**src/core/adc_pair_pkg.sv**
```systemverilog
/*
  Constants, register map and types for the paired-channel converter control block.
  Assumes a 16-bit register port with word-aligned byte addresses and one 250 MHz clock.
*/
package adc_pair_pkg;

  localparam int ADDR_W = 8;
  localparam int DATA_W = 16;
  localparam int PAIRS = 6;
  localparam int CHANNELS = 12;
  localparam int RESULT_W = 10;
  localparam int TRIG_W = 5;
  localparam int TRIG_SRCS = 32;
  localparam int DIV_W = 3;
  localparam int DIVCNT_W = 5;

  // Register byte offsets
  localparam logic [ADDR_W-1:0] OFF_CTRL = 8'h00;
  localparam logic [ADDR_W-1:0] OFF_STATUS = 8'h04;
  localparam logic [ADDR_W-1:0] OFF_BASE = 8'h08;
  localparam logic [ADDR_W-1:0] OFF_PORTCFG = 8'h0c;
  localparam logic [ADDR_W-1:0] OFF_PAIRCTL = 8'h10;
  localparam logic [ADDR_W-1:0] OFF_RESULT = 8'h40;

  // Control register fields
  localparam int CTRL_POWER = 15;
  localparam int CTRL_IDLE_STOP = 13;
  localparam int CTRL_GTRG = 10;
  localparam int CTRL_LAYOUT = 8;
  localparam int CTRL_EARLY = 7;
  localparam int CTRL_ORDER = 6;
  localparam int CTRL_SEQUENTIAL_SAMPLING = 5;
  localparam int CTRL_DIV_LSB = 0;
  localparam logic [DATA_W-1:0] CTRL_WMASK = 16'ha5e7;

  // Pair control fields, per byte lane (two pairs per register)
  localparam int PC_TRG_LSB = 0;
  localparam int PC_SOFT = 5;
  localparam int PC_PEND = 6;
  localparam int PC_IRQEN = 7;
  localparam int PC_LANE = 8;

  // Trigger select codes
  localparam logic [TRIG_W-1:0] TRIG_NONE = 5'h00;
  localparam logic [TRIG_W-1:0] TRIG_SOFT = 5'h01;
  localparam logic [TRIG_W-1:0] TRIG_GLOBAL = 5'h02;
  localparam logic [TRIG_W-1:0] TRIG_HW_FIRST = 5'h03;
  localparam logic [TRIG_W-1:0] TRIG_TIMER1_PERIOD = 5'h0c;

  // Reset values
  localparam logic [DATA_W-1:0] CTRL_RESET = 16'h0000;
  localparam logic [DATA_W-1:0] BASE_RESET = 16'h0000;
  localparam logic [DATA_W-1:0] PORTCFG_RESET = 16'h0000;

  // Timing: conversion clock ticks per pair and per channel
  localparam int CONV_TICKS_PER_PAIR = 24;
  localparam int CONV_TICKS_PER_CH = CONV_TICKS_PER_PAIR / 2;
  localparam logic [3:0] CH_LAST_TICK = 4'(CONV_TICKS_PER_CH - 1);
  localparam logic [DIVCNT_W-1:0] DIV_BIAS = 5'h04;

  typedef enum logic [1:0] {
    ST_IDLE,
    ST_FIRST,
    ST_SECOND
  } seq_state_t;

  // Input clock cycles per conversion clock: 2 * (divider + 2)
  function automatic logic [DIVCNT_W-1:0] div_period(input logic [DIV_W-1:0] div);
    div_period = {1'b0, div, 1'b0} + DIV_BIAS;
  endfunction

endpackage

```
**src/core/conv_clock_gen.sv**
```systemverilog
/*
  Conversion clock tick generator dividing the module clock.
  Assumes the divider setting is stable while enabled.
*/
`timescale 1ns/1ns
module conv_clock_gen (
  // Clock and reset
  input wire logic i_clock,
  input wire logic i_rst_n,
  // Control
  input wire logic i_enable,
  input wire logic [adc_pair_pkg::DIV_W-1:0] i_divider,
  // Tick
  output logic o_tick
);
  import adc_pair_pkg::*;

  typedef struct packed {
    logic [DIVCNT_W-1:0] count;
    logic tick;
  } div_state_t;

  div_state_t state_reg;
  div_state_t state_next;

  always_comb begin
    state_next = state_reg;
    state_next.tick = 1'b0;
    if (!i_enable) begin
      state_next.count = '0;
    end else if (state_reg.count == div_period(i_divider) - 5'h01) begin
      state_next.count = '0;
      state_next.tick = 1'b1;
    end else begin
      state_next.count = state_reg.count + 5'h01;
    end
  end

  always_ff @(posedge i_clock or negedge i_rst_n) begin
    if (!i_rst_n) begin
      state_reg <= '0;
    end else begin
      state_reg <= state_next;
    end
  end

  assign o_tick = state_reg.tick;

endmodule // conv_clock_gen

```
**src/core/adc_pair_trigger_status_ctrl.sv**
```systemverilog
/*
  Control and status logic for a paired-channel successive-approximation converter:
  registers, trigger handling, pair sequencing, interrupts and result buffer.
  Assumes the analog core presents a settled result on i_conv_result at the end of
  each channel's conversion window, and that triggers are single-cycle pulses in the
  module clock domain.
*/
`timescale 1ns/1ns
module adc_pair_trigger_status_ctrl (
  // Clock and reset
  input wire logic i_clock,
  input wire logic i_rst_n,
  // Register port
  input wire logic [adc_pair_pkg::ADDR_W-1:0] i_addr,
  input wire logic [adc_pair_pkg::DATA_W-1:0] i_wr_data,
  input wire logic i_wr_en,
  input wire logic i_rd_en,
  output logic [adc_pair_pkg::DATA_W-1:0] o_rd_data,
  // Hardware trigger sources
  input wire logic [adc_pair_pkg::TRIG_SRCS-1:0] i_trigger_sources,
  // Power state
  input wire logic i_cpu_idle,
  // Analog core
  input wire logic [adc_pair_pkg::RESULT_W-1:0] i_conv_result,
  output logic o_conv_active,
  output logic [3:0] o_conv_channel,
  output logic o_conv_clock_tick,
  // Pins and interrupt
  output logic [adc_pair_pkg::CHANNELS-1:0] o_analog_select,
  output logic o_conversion_irq_flag
);
  import adc_pair_pkg::*;

  typedef struct packed {
    logic [DATA_W-1:0] ctrl;
    logic [PAIRS-1:0] soft_trg;
    logic [PAIRS-1:0] pend;
    logic [PAIRS-1:0] ready;
    logic [PAIRS-1:0] irq_en;
    logic [PAIRS-1:0][TRIG_W-1:0] trg_sel;
    logic [DATA_W-1:0] base;
    logic [DATA_W-1:0] port_cfg;
    logic [2:0] vec_pair;
    logic [2:0] act_pair;
    seq_state_t state;
    logic [3:0] ticks;
    logic [DATA_W-1:0] rd_data;
    logic irq;
  } ctl_state_t;

  ctl_state_t state_reg;
  ctl_state_t state_next;

  // Result buffer, deliberately without reset
  logic [RESULT_W-1:0] result_buffer [CHANNELS];
  logic buf_we;
  logic [3:0] buf_ch;
  logic running;
  logic conv_tick;
  logic [3:0] cur_ch;

  // Index of a pair control register, or 2'h3 when not one
  function automatic logic [1:0] pair_reg_index(input logic [ADDR_W-1:0] addr);
    if (addr == OFF_PAIRCTL) begin
      pair_reg_index = 2'h0;
    end else if (addr == OFF_PAIRCTL + 8'h04) begin
      pair_reg_index = 2'h1;
    end else if (addr == OFF_PAIRCTL + 8'h08) begin
      pair_reg_index = 2'h2;
    end else begin
      pair_reg_index = 2'h3;
    end
  endfunction

  function automatic logic is_result(input logic [ADDR_W-1:0] addr);
    is_result = (addr >= OFF_RESULT) && (addr < OFF_RESULT + 8'(4 * CHANNELS))
      && (addr[1:0] == 2'h0);
  endfunction

  function automatic logic [3:0] result_index(input logic [ADDR_W-1:0] addr);
    logic [ADDR_W-1:0] rel;
    rel = addr - OFF_RESULT;
    result_index = rel[5:2];
  endfunction

  function automatic logic [2:0] lowest_pending(input logic [PAIRS-1:0] pend);
    lowest_pending = 3'h0;
    for (int p = PAIRS - 1; p >= 0; p--) begin
      if (pend[p]) begin
        lowest_pending = 3'(p);
      end
    end
  endfunction

  conv_clock_gen u_conv_clock_gen (
    .i_clock(i_clock),
    .i_rst_n(i_rst_n),
    .i_enable(running && (state_reg.state != ST_IDLE)),
    .i_divider(state_reg.ctrl[CTRL_DIV_LSB +: DIV_W]),
    .o_tick(conv_tick)
  );

  // Halted when off, or in Idle with idle-stop selected
  assign running = state_reg.ctrl[CTRL_POWER]
    && !(state_reg.ctrl[CTRL_IDLE_STOP] && i_cpu_idle);

  // Even channel first unless order bit set
  assign cur_ch = {state_reg.act_pair, 1'b0}
    | 4'((state_reg.state == ST_FIRST) ? state_reg.ctrl[CTRL_ORDER]
                                       : !state_reg.ctrl[CTRL_ORDER]);

  always_comb begin
    logic [1:0] pidx;
    logic [PAIRS-1:0] soft_set;
    logic gtrg_set;
    logic raise;
    logic [TRIG_W-1:0] sel;
    logic hit;
    logic [RESULT_W-1:0] rv;
    pidx = pair_reg_index(i_addr);
    soft_set = '0;
    gtrg_set = 1'b0;
    raise = 1'b0;
    sel = '0;
    hit = 1'b0;
    rv = '0;
    buf_we = 1'b0;
    buf_ch = cur_ch;
    state_next = state_reg;
    state_next.rd_data = '0;
    state_next.irq = 1'b0;

    // Software writes
    if (i_wr_en) begin
      if (i_addr == OFF_CTRL) begin
        state_next.ctrl = i_wr_data & CTRL_WMASK;
        gtrg_set = i_wr_data[CTRL_GTRG];
      end else if (i_addr == OFF_STATUS) begin
        // Writing 0 clears a ready bit, writing 1 leaves it
        state_next.ready = state_reg.ready & i_wr_data[PAIRS-1:0];
      end else if (i_addr == OFF_BASE) begin
        state_next.base = i_wr_data;
      end else if (i_addr == OFF_PORTCFG) begin
        state_next.port_cfg = i_wr_data;
      end else if (pidx != 2'h3) begin
        for (int h = 0; h < 2; h++) begin
          state_next.trg_sel[pidx * 2 + h] = i_wr_data[h * PC_LANE + PC_TRG_LSB +: TRIG_W];
          state_next.irq_en[pidx * 2 + h] = i_wr_data[h * PC_LANE + PC_IRQEN];
          state_next.soft_trg[pidx * 2 + h] = i_wr_data[h * PC_LANE + PC_SOFT];
          soft_set[pidx * 2 + h] = i_wr_data[h * PC_LANE + PC_SOFT];
        end
      end
    end

    // Pair sequencer
    case (state_reg.state)
      ST_IDLE: begin
        if (running && (|state_reg.pend)) begin
          state_next.act_pair = lowest_pending(state_reg.pend);
          state_next.state = ST_FIRST;
          state_next.ticks = '0;
        end
      end
      ST_FIRST, ST_SECOND: begin
        if (!running) begin
          // Abort; the partial pair is dropped, not resumed
          state_next.state = ST_IDLE;
          state_next.pend[state_reg.act_pair] = 1'b0;
        end else if (conv_tick) begin
          if (state_reg.ticks == CH_LAST_TICK) begin
            buf_we = 1'b1;
            state_next.ticks = '0;
            if (state_reg.state == ST_FIRST) begin
              state_next.state = ST_SECOND;
              raise = state_reg.ctrl[CTRL_EARLY];
            end else begin
              state_next.state = ST_IDLE;
              state_next.pend[state_reg.act_pair] = 1'b0;
              raise = !state_reg.ctrl[CTRL_EARLY];
            end
          end else begin
            state_next.ticks = state_reg.ticks + 4'h1;
          end
        end
      end
      default: begin
        state_next.state = ST_IDLE;
      end
    endcase

    // Interrupt raise, blocked while the pair's ready bit is set
    if (raise && !state_reg.ready[state_reg.act_pair]) begin
      state_next.ready[state_reg.act_pair] = 1'b1;
      state_next.vec_pair = state_reg.act_pair;
      state_next.irq = state_reg.irq_en[state_reg.act_pair];
    end

    // Trigger acceptance; nothing changes while halted
    if (running) begin
      for (int p = 0; p < PAIRS; p++) begin
        sel = state_reg.trg_sel[p];
        hit = state_reg.soft_trg[p]
          || ((sel == TRIG_GLOBAL) && state_reg.ctrl[CTRL_GTRG])
          || ((sel >= TRIG_HW_FIRST) && i_trigger_sources[sel]);
        if (hit) begin
          state_next.pend[p] = 1'b1;
          if (!soft_set[p]) begin
            state_next.soft_trg[p] = 1'b0;
          end
        end
      end
      if (state_reg.ctrl[CTRL_GTRG] && !gtrg_set) begin
        state_next.ctrl[CTRL_GTRG] = 1'b0;
      end
    end

    // Register reads, answered the next cycle
    if (i_rd_en) begin
      if (i_addr == OFF_CTRL) begin
        state_next.rd_data = state_reg.ctrl;
      end else if (i_addr == OFF_STATUS) begin
        state_next.rd_data = {{(DATA_W - PAIRS){1'b0}}, state_reg.ready};
      end else if (i_addr == OFF_BASE) begin
        state_next.rd_data = state_reg.base + {11'h000, state_reg.vec_pair, 2'h0};
      end else if (i_addr == OFF_PORTCFG) begin
        state_next.rd_data = state_reg.port_cfg;
      end else if (pidx != 2'h3) begin
        for (int h = 0; h < 2; h++) begin
          state_next.rd_data[h * PC_LANE + PC_TRG_LSB +: TRIG_W] = state_reg.trg_sel[pidx * 2 + h];
          state_next.rd_data[h * PC_LANE + PC_SOFT] = state_reg.soft_trg[pidx * 2 + h];
          state_next.rd_data[h * PC_LANE + PC_PEND] = state_reg.pend[pidx * 2 + h];
          state_next.rd_data[h * PC_LANE + PC_IRQEN] = state_reg.irq_en[pidx * 2 + h];
        end
      end else if (is_result(i_addr)) begin
        rv = result_buffer[result_index(i_addr)];
        if (state_reg.ctrl[CTRL_LAYOUT]) begin
          state_next.rd_data = {rv, 6'h00};
        end else begin
          state_next.rd_data = {6'h00, rv};
        end
      end
    end
  end

  // Control state; the result buffer below is kept out of reset
  always_ff @(posedge i_clock or negedge i_rst_n) begin
    if (!i_rst_n) begin
      state_reg <= '0;
      state_reg.ctrl <= CTRL_RESET;
      state_reg.base <= BASE_RESET;
      state_reg.port_cfg <= PORTCFG_RESET;
      state_reg.state <= ST_IDLE;
    end else begin
      state_reg <= state_next;
    end
  end

  always_ff @(posedge i_clock) begin
    if (buf_we) begin
      result_buffer[buf_ch] <= i_conv_result;
    end
  end

  assign o_rd_data = state_reg.rd_data;
  assign o_conv_active = (state_reg.state != ST_IDLE);
  assign o_conv_channel = (state_reg.state != ST_IDLE) ? cur_ch : 4'h0;
  assign o_conv_clock_tick = conv_tick;
  assign o_analog_select = ~state_reg.port_cfg[CHANNELS-1:0];
  assign o_conversion_irq_flag = state_reg.irq;

endmodule // adc_pair_trigger_status_ctrl

```
**config.mk**
```make
export PLATFORM = sky130hd
export DESIGN_NAME = adc_pair_trigger_status_ctrl
export DESIGN_NICKNAME = d
export VERILOG_FILES = /design/src/core/adc_pair_pkg.sv /design/src/core/conv_clock_gen.sv /design/src/core/adc_pair_trigger_status_ctrl.sv
export SDC_FILE = /design/constraint.sdc
export NUM_CORES = 1
export LEC_CHECK = 0
export ABC_AREA = 1
export BUFFER_PORTS_ARGS = -buffer_cell sky130_fd_sc_hd__buf_2
export CORE_ASPECT_RATIO = 0.7
export CORE_MARGIN = 2
export CORE_UTILIZATION = 55
export CTS_CLUSTER_SIZE = 10
export DETAILED_ROUTE_END_ITERATION = 7
export PLACE_DENSITY = 0.84
export RECOVER_POWER = 100
export SYNTH_ARGS = -nofsm -noshare
export SYNTH_HDL_FRONTEND = slang
export SYNTH_SLANG_ARGS = --single-unit
```
**constraint.sdc**
```tcl
create_clock -name i_clock -period 3.4 [get_ports i_clock]
set_clock_uncertainty 0.1 [all_clocks]
set_input_delay 0.34 -clock i_clock [delete_from_list [all_inputs] [get_ports i_clock]]
set_output_delay 0.34 -clock i_clock [all_outputs]
set_load 0.02 [all_outputs]
```
# --- After elaboration in Yosys (flattened, before gate mapping) ---
# Memory sizes are Yosys's and may differ from the RTL's.
# Index checks and enable logic that the tools add are counted.
# W data, S select, Z words.
totals:
  n_memories: 1
  ramBits: 120
  out_inout_bits: 35
  wordCells: 282
  regBits: 131
  in_bits: 71
classes:
  order_cmp: 20
  reduce_logical: 54
  eq_ne: 22
  mux: 145
  bitwise_logic: 11
  n_addsub: 7
mem_list:
  columns: ["name", "depth", "width", "read_ports", "rd_ports_with_merged_regs", "wr", "line_no", "text"]
  rows:
  - ["result_buffer", 12, 10, 1, 0, 1, "adc_pair_trigger_status_ctrl.sv:55", "logic [RESULT_W-1:0] result_buffer [CHANNELS];"]
op_table:
  columns: ["cell", "count"]
  rows:
  - ["$mux W16", 11]
  - ["$mux W74", 2]
  - ["$mux W6", 20]
  - ["$mux W36", 3]
  - ["$mux W68", 1]
  - ["$bwmux W30", 2]
  - ["$mux W1", 55]
  - ["$lt A5 B6 Y1 const B", 6]
  - ["$ge A32 B1 Y1 const B", 1]
  - ["$bmux W1 S5", 6]
  - ["$bwmux W6", 5]
  - ["$eq A5 B2 Y1 const B", 6]
  - ["$ge A5 B2 Y1 const B", 6]
  - ["$mux W5", 6]
  - ["$eq A8 B5 Y1 const B", 3]
  - ["$logic_and A1 B1 Y1", 23]
  - ["$mux W3", 6]
  - ["$mux W17", 1]
  - ["$add A16 B5 Y16", 1]
  - ["$eq A8 B4 Y1 const B", 2]
  - ["$bmux W1 S3", 5]
  - ["$bmux W5 S3", 1]
  - ["$demux W5 S3", 1]
  - ["$and A6 B6 Y6", 2]
  - ["other kinds (49)", 84]

# --- Longest topological paths before layout ---
logic_depth:
  word_depth: 19
  ltp_mapped: 14
  ltp_nobuf: 13

# --- Cells and area by module ---
# From an unflattened synthesis, not the netlist that was laid out.
hier_totals:
  cells_unflattened: 1541
  area_unflattened_um2: 13395.3
modules_own_cells:
  columns: ["module", "seq_area_each_um2", "n_inst", "cells_each", "area_each_um2"]
  rows:
  - ["adc_pair_trigger_status_ctrl", 6731.5, 1, 1488, 13010.0]
  - ["conv_clock_gen", 150.1, 1, 53, 385.4]

# --- Worst setup path before layout ---
# OpenSTA, ideal clock, no wires.
synth_timing:
  kind: "register -> register"
  start: "register state_reg[21] (netlist name)"
  end: "memory result_buffer[8][0] (enable)"
  stages_incl_launch_ff: 7
  n_path_buf: 0
  slack_ps: 1294
  arrival_time_ps: 1629
  period_less_slack_ps: 2106
  cell_sequence: "dfrtp_1 > inv_1 > ha_1 > nand3_1 > nor2_1 > nand3_1 > nor2_1"
synth_via:
  elab_chain_len: 5
synth_rtl:
  columns: ["item", "line_no", "text"]
  rows:
  - ["start: declaration", "adc_pair_trigger_status_ctrl.sv:51", "ctl_state_t state_reg;"]
  - ["start signal: assignment", "adc_pair_trigger_status_ctrl.sv:254", "state_reg <= state_next;"]
  - ["$eq A2 B1 Y1 or $eq A2 B2 Y1 (tied branches)", "adc_pair_trigger_status_ctrl.sv:109, adc_pair_trigger_status_ctrl.sv:156", null]
  - ["$reduce_or A2 Y1", "adc_pair_trigger_status_ctrl.sv:156", "case (state_reg.state)"]
  - ["$mux W1", "adc_pair_trigger_status_ctrl.sv:156", null]
  - ["$mux W1", "adc_pair_trigger_status_ctrl.sv:259", "if (buf_we) begin"]
  - ["$mux W1 (not written as such)", "adc_pair_trigger_status_ctrl.sv:260", "result_buffer[buf_ch] <= i_conv_result;"]
  - ["end: declaration", "adc_pair_trigger_status_ctrl.sv:55", null]
# Several ways; a longest one is shown, not always the timed one.

# --- Worst setup path in the final report ---
layout_timing:
  start: "register state_reg[128] (netlist name)"
  end: "memory result_buffer[4][8] (enable)"
layout_via:
  elab_chain_len: 7
layout_rtl:
  columns: ["item", "line_no", "text"]
  rows:
  - ["$logic_and A1 B1 Y1", "adc_pair_trigger_status_ctrl.sv:105", "&& !(state_reg.ctrl[CTRL_IDLE_STOP] && i_cpu_idle);"]
  - ["$logic_not A1 Y1", "adc_pair_trigger_status_ctrl.sv:105", null]
  - ["$logic_and A1 B1 Y1", "adc_pair_trigger_status_ctrl.sv:105", null]
  - ["$mux W1", "adc_pair_trigger_status_ctrl.sv:165", "if (!running) begin"]
  - ["$mux W1", "adc_pair_trigger_status_ctrl.sv:156", null]
  - ["$mux W1", "adc_pair_trigger_status_ctrl.sv:259", null]
  - ["$mux W1 (not written as such)", "adc_pair_trigger_status_ctrl.sv:260", null]
# No other way between the ends.

==> metrics.yaml <==
outcome: "complete, but fails checks"
violations: "capacitance limit, slew limit"
rrSetupSlack_ns: 0.47
drt_iter0_drc: 2013
hp-class: "primary input to flip-flop"
mostFrequentLayoutCells: "725 x nand2_1, 143 x o21ai_0, 135 x inv_1"
n_fill_cell: 2075
wirelength_um: 42100
dieArea_um2: 25800
setup_ws_ns: 0.469
diodes: 0
antenna_found_initial: 1
syn_area_um2: 13500
wl_per_cell_um: 19.5
reg2reg_depth: 8
power_density_nw_per_um2: 472
r2r-end: "result_buffer[4][8]"
hold_path_end: "state_reg[41]"
syn_inst: 1737
clockBufferDepth: 3
place_congestion: 1.00
cts-resized-gates: 0
grt_usage_pct: 32.6
vdd_drop_max_mv: 0.537
max_slew_margin_pct: -22.5
fin_tns_setup_ns: 0
grt_pass1_wl_um: 64300
portBuffers: 105
ys_ff_latch: 251
worst_pin_slew_ns: 1.84
rows: 47
die_w_um: 191
syn_area_per_cell_um2: 7.77
syn_nets: 1817
grt_max_degree: 76
drc: 0
hold_viol_final: 0
fmax_mhz: 341
clockRootBuffer: "clkbuf_16"
vias: 12700
yosysUniqueCellTypes: 39
coreArea_um2: 23900
drtPass1Iterations: 7
cts.htree.levels: 1
cts_made_buffers: 29
syn2layout_area_growth_pct: 11.2
vias_per_cell: 5.85
mostFrequentLayoutCell: "nand2_1"
grt_overflow: 0
grt_pass1_vias: 11500
clkSinkCount: 251
detail-route-antenna-nets: 0
rsz0062_at_grt: "false"
pre_cts_ws_ns: 0.644
drive_above_1_share_pct: 7.26
cts_tree: "built"
maxCapViolations: 1
cp.arrival_ns: 3.01
ys_seq_area_share_pct: 51.0
die_h_um: 135
finalNetCount: 1912
slew_violations: 76
path_clk_slew_ns: 0.05
r2r_start: "state_reg[128]"
power_leakage_uw: 0.00673
path_class: "flip-flop to flip-flop"
finalSetupViolCount: 0
critPathLaunchType: "flip-flop"
yosysWarnings: 0
whs_path_depth: 3
post-route-period-util_pct: 86.2
cp.required_ns: 3.48
clk_latency_ns: 0.56
cts_hold_buf: 9
crit_fanout: 11
cp-end-kind: "flip-flop"
fin_crit_ns: 2.93
floorplan.initialDensity_pct: 56.5
io_pins: 106
hpwl_um: 30200
cts_setup_buffers: 0
hp-start: "i_wr_data[12]"
[final cells by class]
| class | instances | area (µm²) | area share (%) |
|---|---|---|---|
| clock buffers | 43 | 778 | 5.19 |
| clock inverters | 3 | 31.3 | 0.208 |
| inverters | 145 | 544 | 3.63 |
| multi-input cells | 1264 | 5630 | 37.5 |
| flip-flops and latches | 251 | 6880 | 45.9 |
| well taps | 318 | 398 | 2.65 |
| repair buffers | 141 | 743 | 4.95 |
[metal layers]
layer | up-vias | share of wire, % | track usage [%]
met1 | 5857 | 42 | 48.1
met2 | 804 | 41 | 45.9
met5 | - | 0 | 0
met3 | 103 | 14 | 10.6
li1 | 5894 | - | -
met4 | 0 | 2.9 | 9.02
[report_power, final]
part	internal, µW	switching, µW	leakage, µW	total (µW)
sequential	3270	108	0.00288	3380
clock	1570	1180	0.000392	2740
combinational	262	693	0.00345	956
total	5100	1980	0.00673	7080
[worst max-delay path: stages (launching register included)]
cell and delay [ns]:
dfrtp_1 0.39, nand2_1 0.07, nand2_1 0.31, inv_1 0.40
nand3_1 0.17, nor2_1 0.28, nand2_1 0.16, nor2_1 0.12
clkbuf_1 0.54
[through the flow]
stage          power [µW]  area (µm²)  utilization [%]  cells  hold slack, ns
3_3_place_gp         4330       14300             59.7   2110           0.312
5_1_grt              7310       15000             62.8   2165          0.0834
3_5_place_dp         4360       14300             59.7   2110           0.315
6_report             7080       15000             62.8   2165          0.0638
4_1_cts              7070       15200             63.5   2165          0.0267
2_1_floorplan        3960       13500                -   1737         -0.0556
[how the worst max path moves through the flow]
stage | from | endpoint | slack (ns)
4_1_cts | state_reg[128] | result_buffer[6][1] | 0.67
5_1_grt | i_rst_n | async pin | 0.26
3_3_place_gp | i_cpu_idle | result_buffer[6][0] | 0.86
2_1_floorplan | state_reg[21] | result_buffer[8][0] | 1.29
6_report | state_reg[128] | result_buffer[4][8] | 0.47
3_5_place_dp | i_cpu_idle | result_buffer[6][1] | 0.64
[kinds of logic (layout without fill, tap and decap cells)]
group                    after synthesis  in the layout  share of synthesized area (%)
AND/OR/NAND/NOR                     1002           1002                           30.8
flip-flops                           251            251                           51.0
AO/OA/AOI/OAI                        242            242                           9.75
buffers and inverters                222            332                           6.85
XOR/XNOR                              10             10                          0.649
adder cells (fa/ha/maj)                9              9                          0.890
multiplexers                           1              1                         0.0742
[Yosys cell counts, drive strengths merged]
cell type    n  area (µm²)
a31oi        5        31.3
o21a         3        22.5
nor2        84         355
buf         39         238
mux2i        1        10.0
a21oi       55         275
clkinv       5        18.8
fa           1        20.0
dfrtp      131        3280
nand2      726        2730
xor2         7        61.3
ha           8         100
inv        140         526
o22ai        5        31.3
clkbuf      38         143
edfxtp     120        3600
o211ai      16         120
nand3b       3        22.5
nor3        14        75.1
a41oi        3        26.3
o31ai        7        52.6
o21ai      148         756
nor3b        2        15.0
nor4         2        18.8
nand4       40         250
nand3      127         661
xnor2        3        26.3
or2          4        25.0
Power figures use the tool's default switching activity.
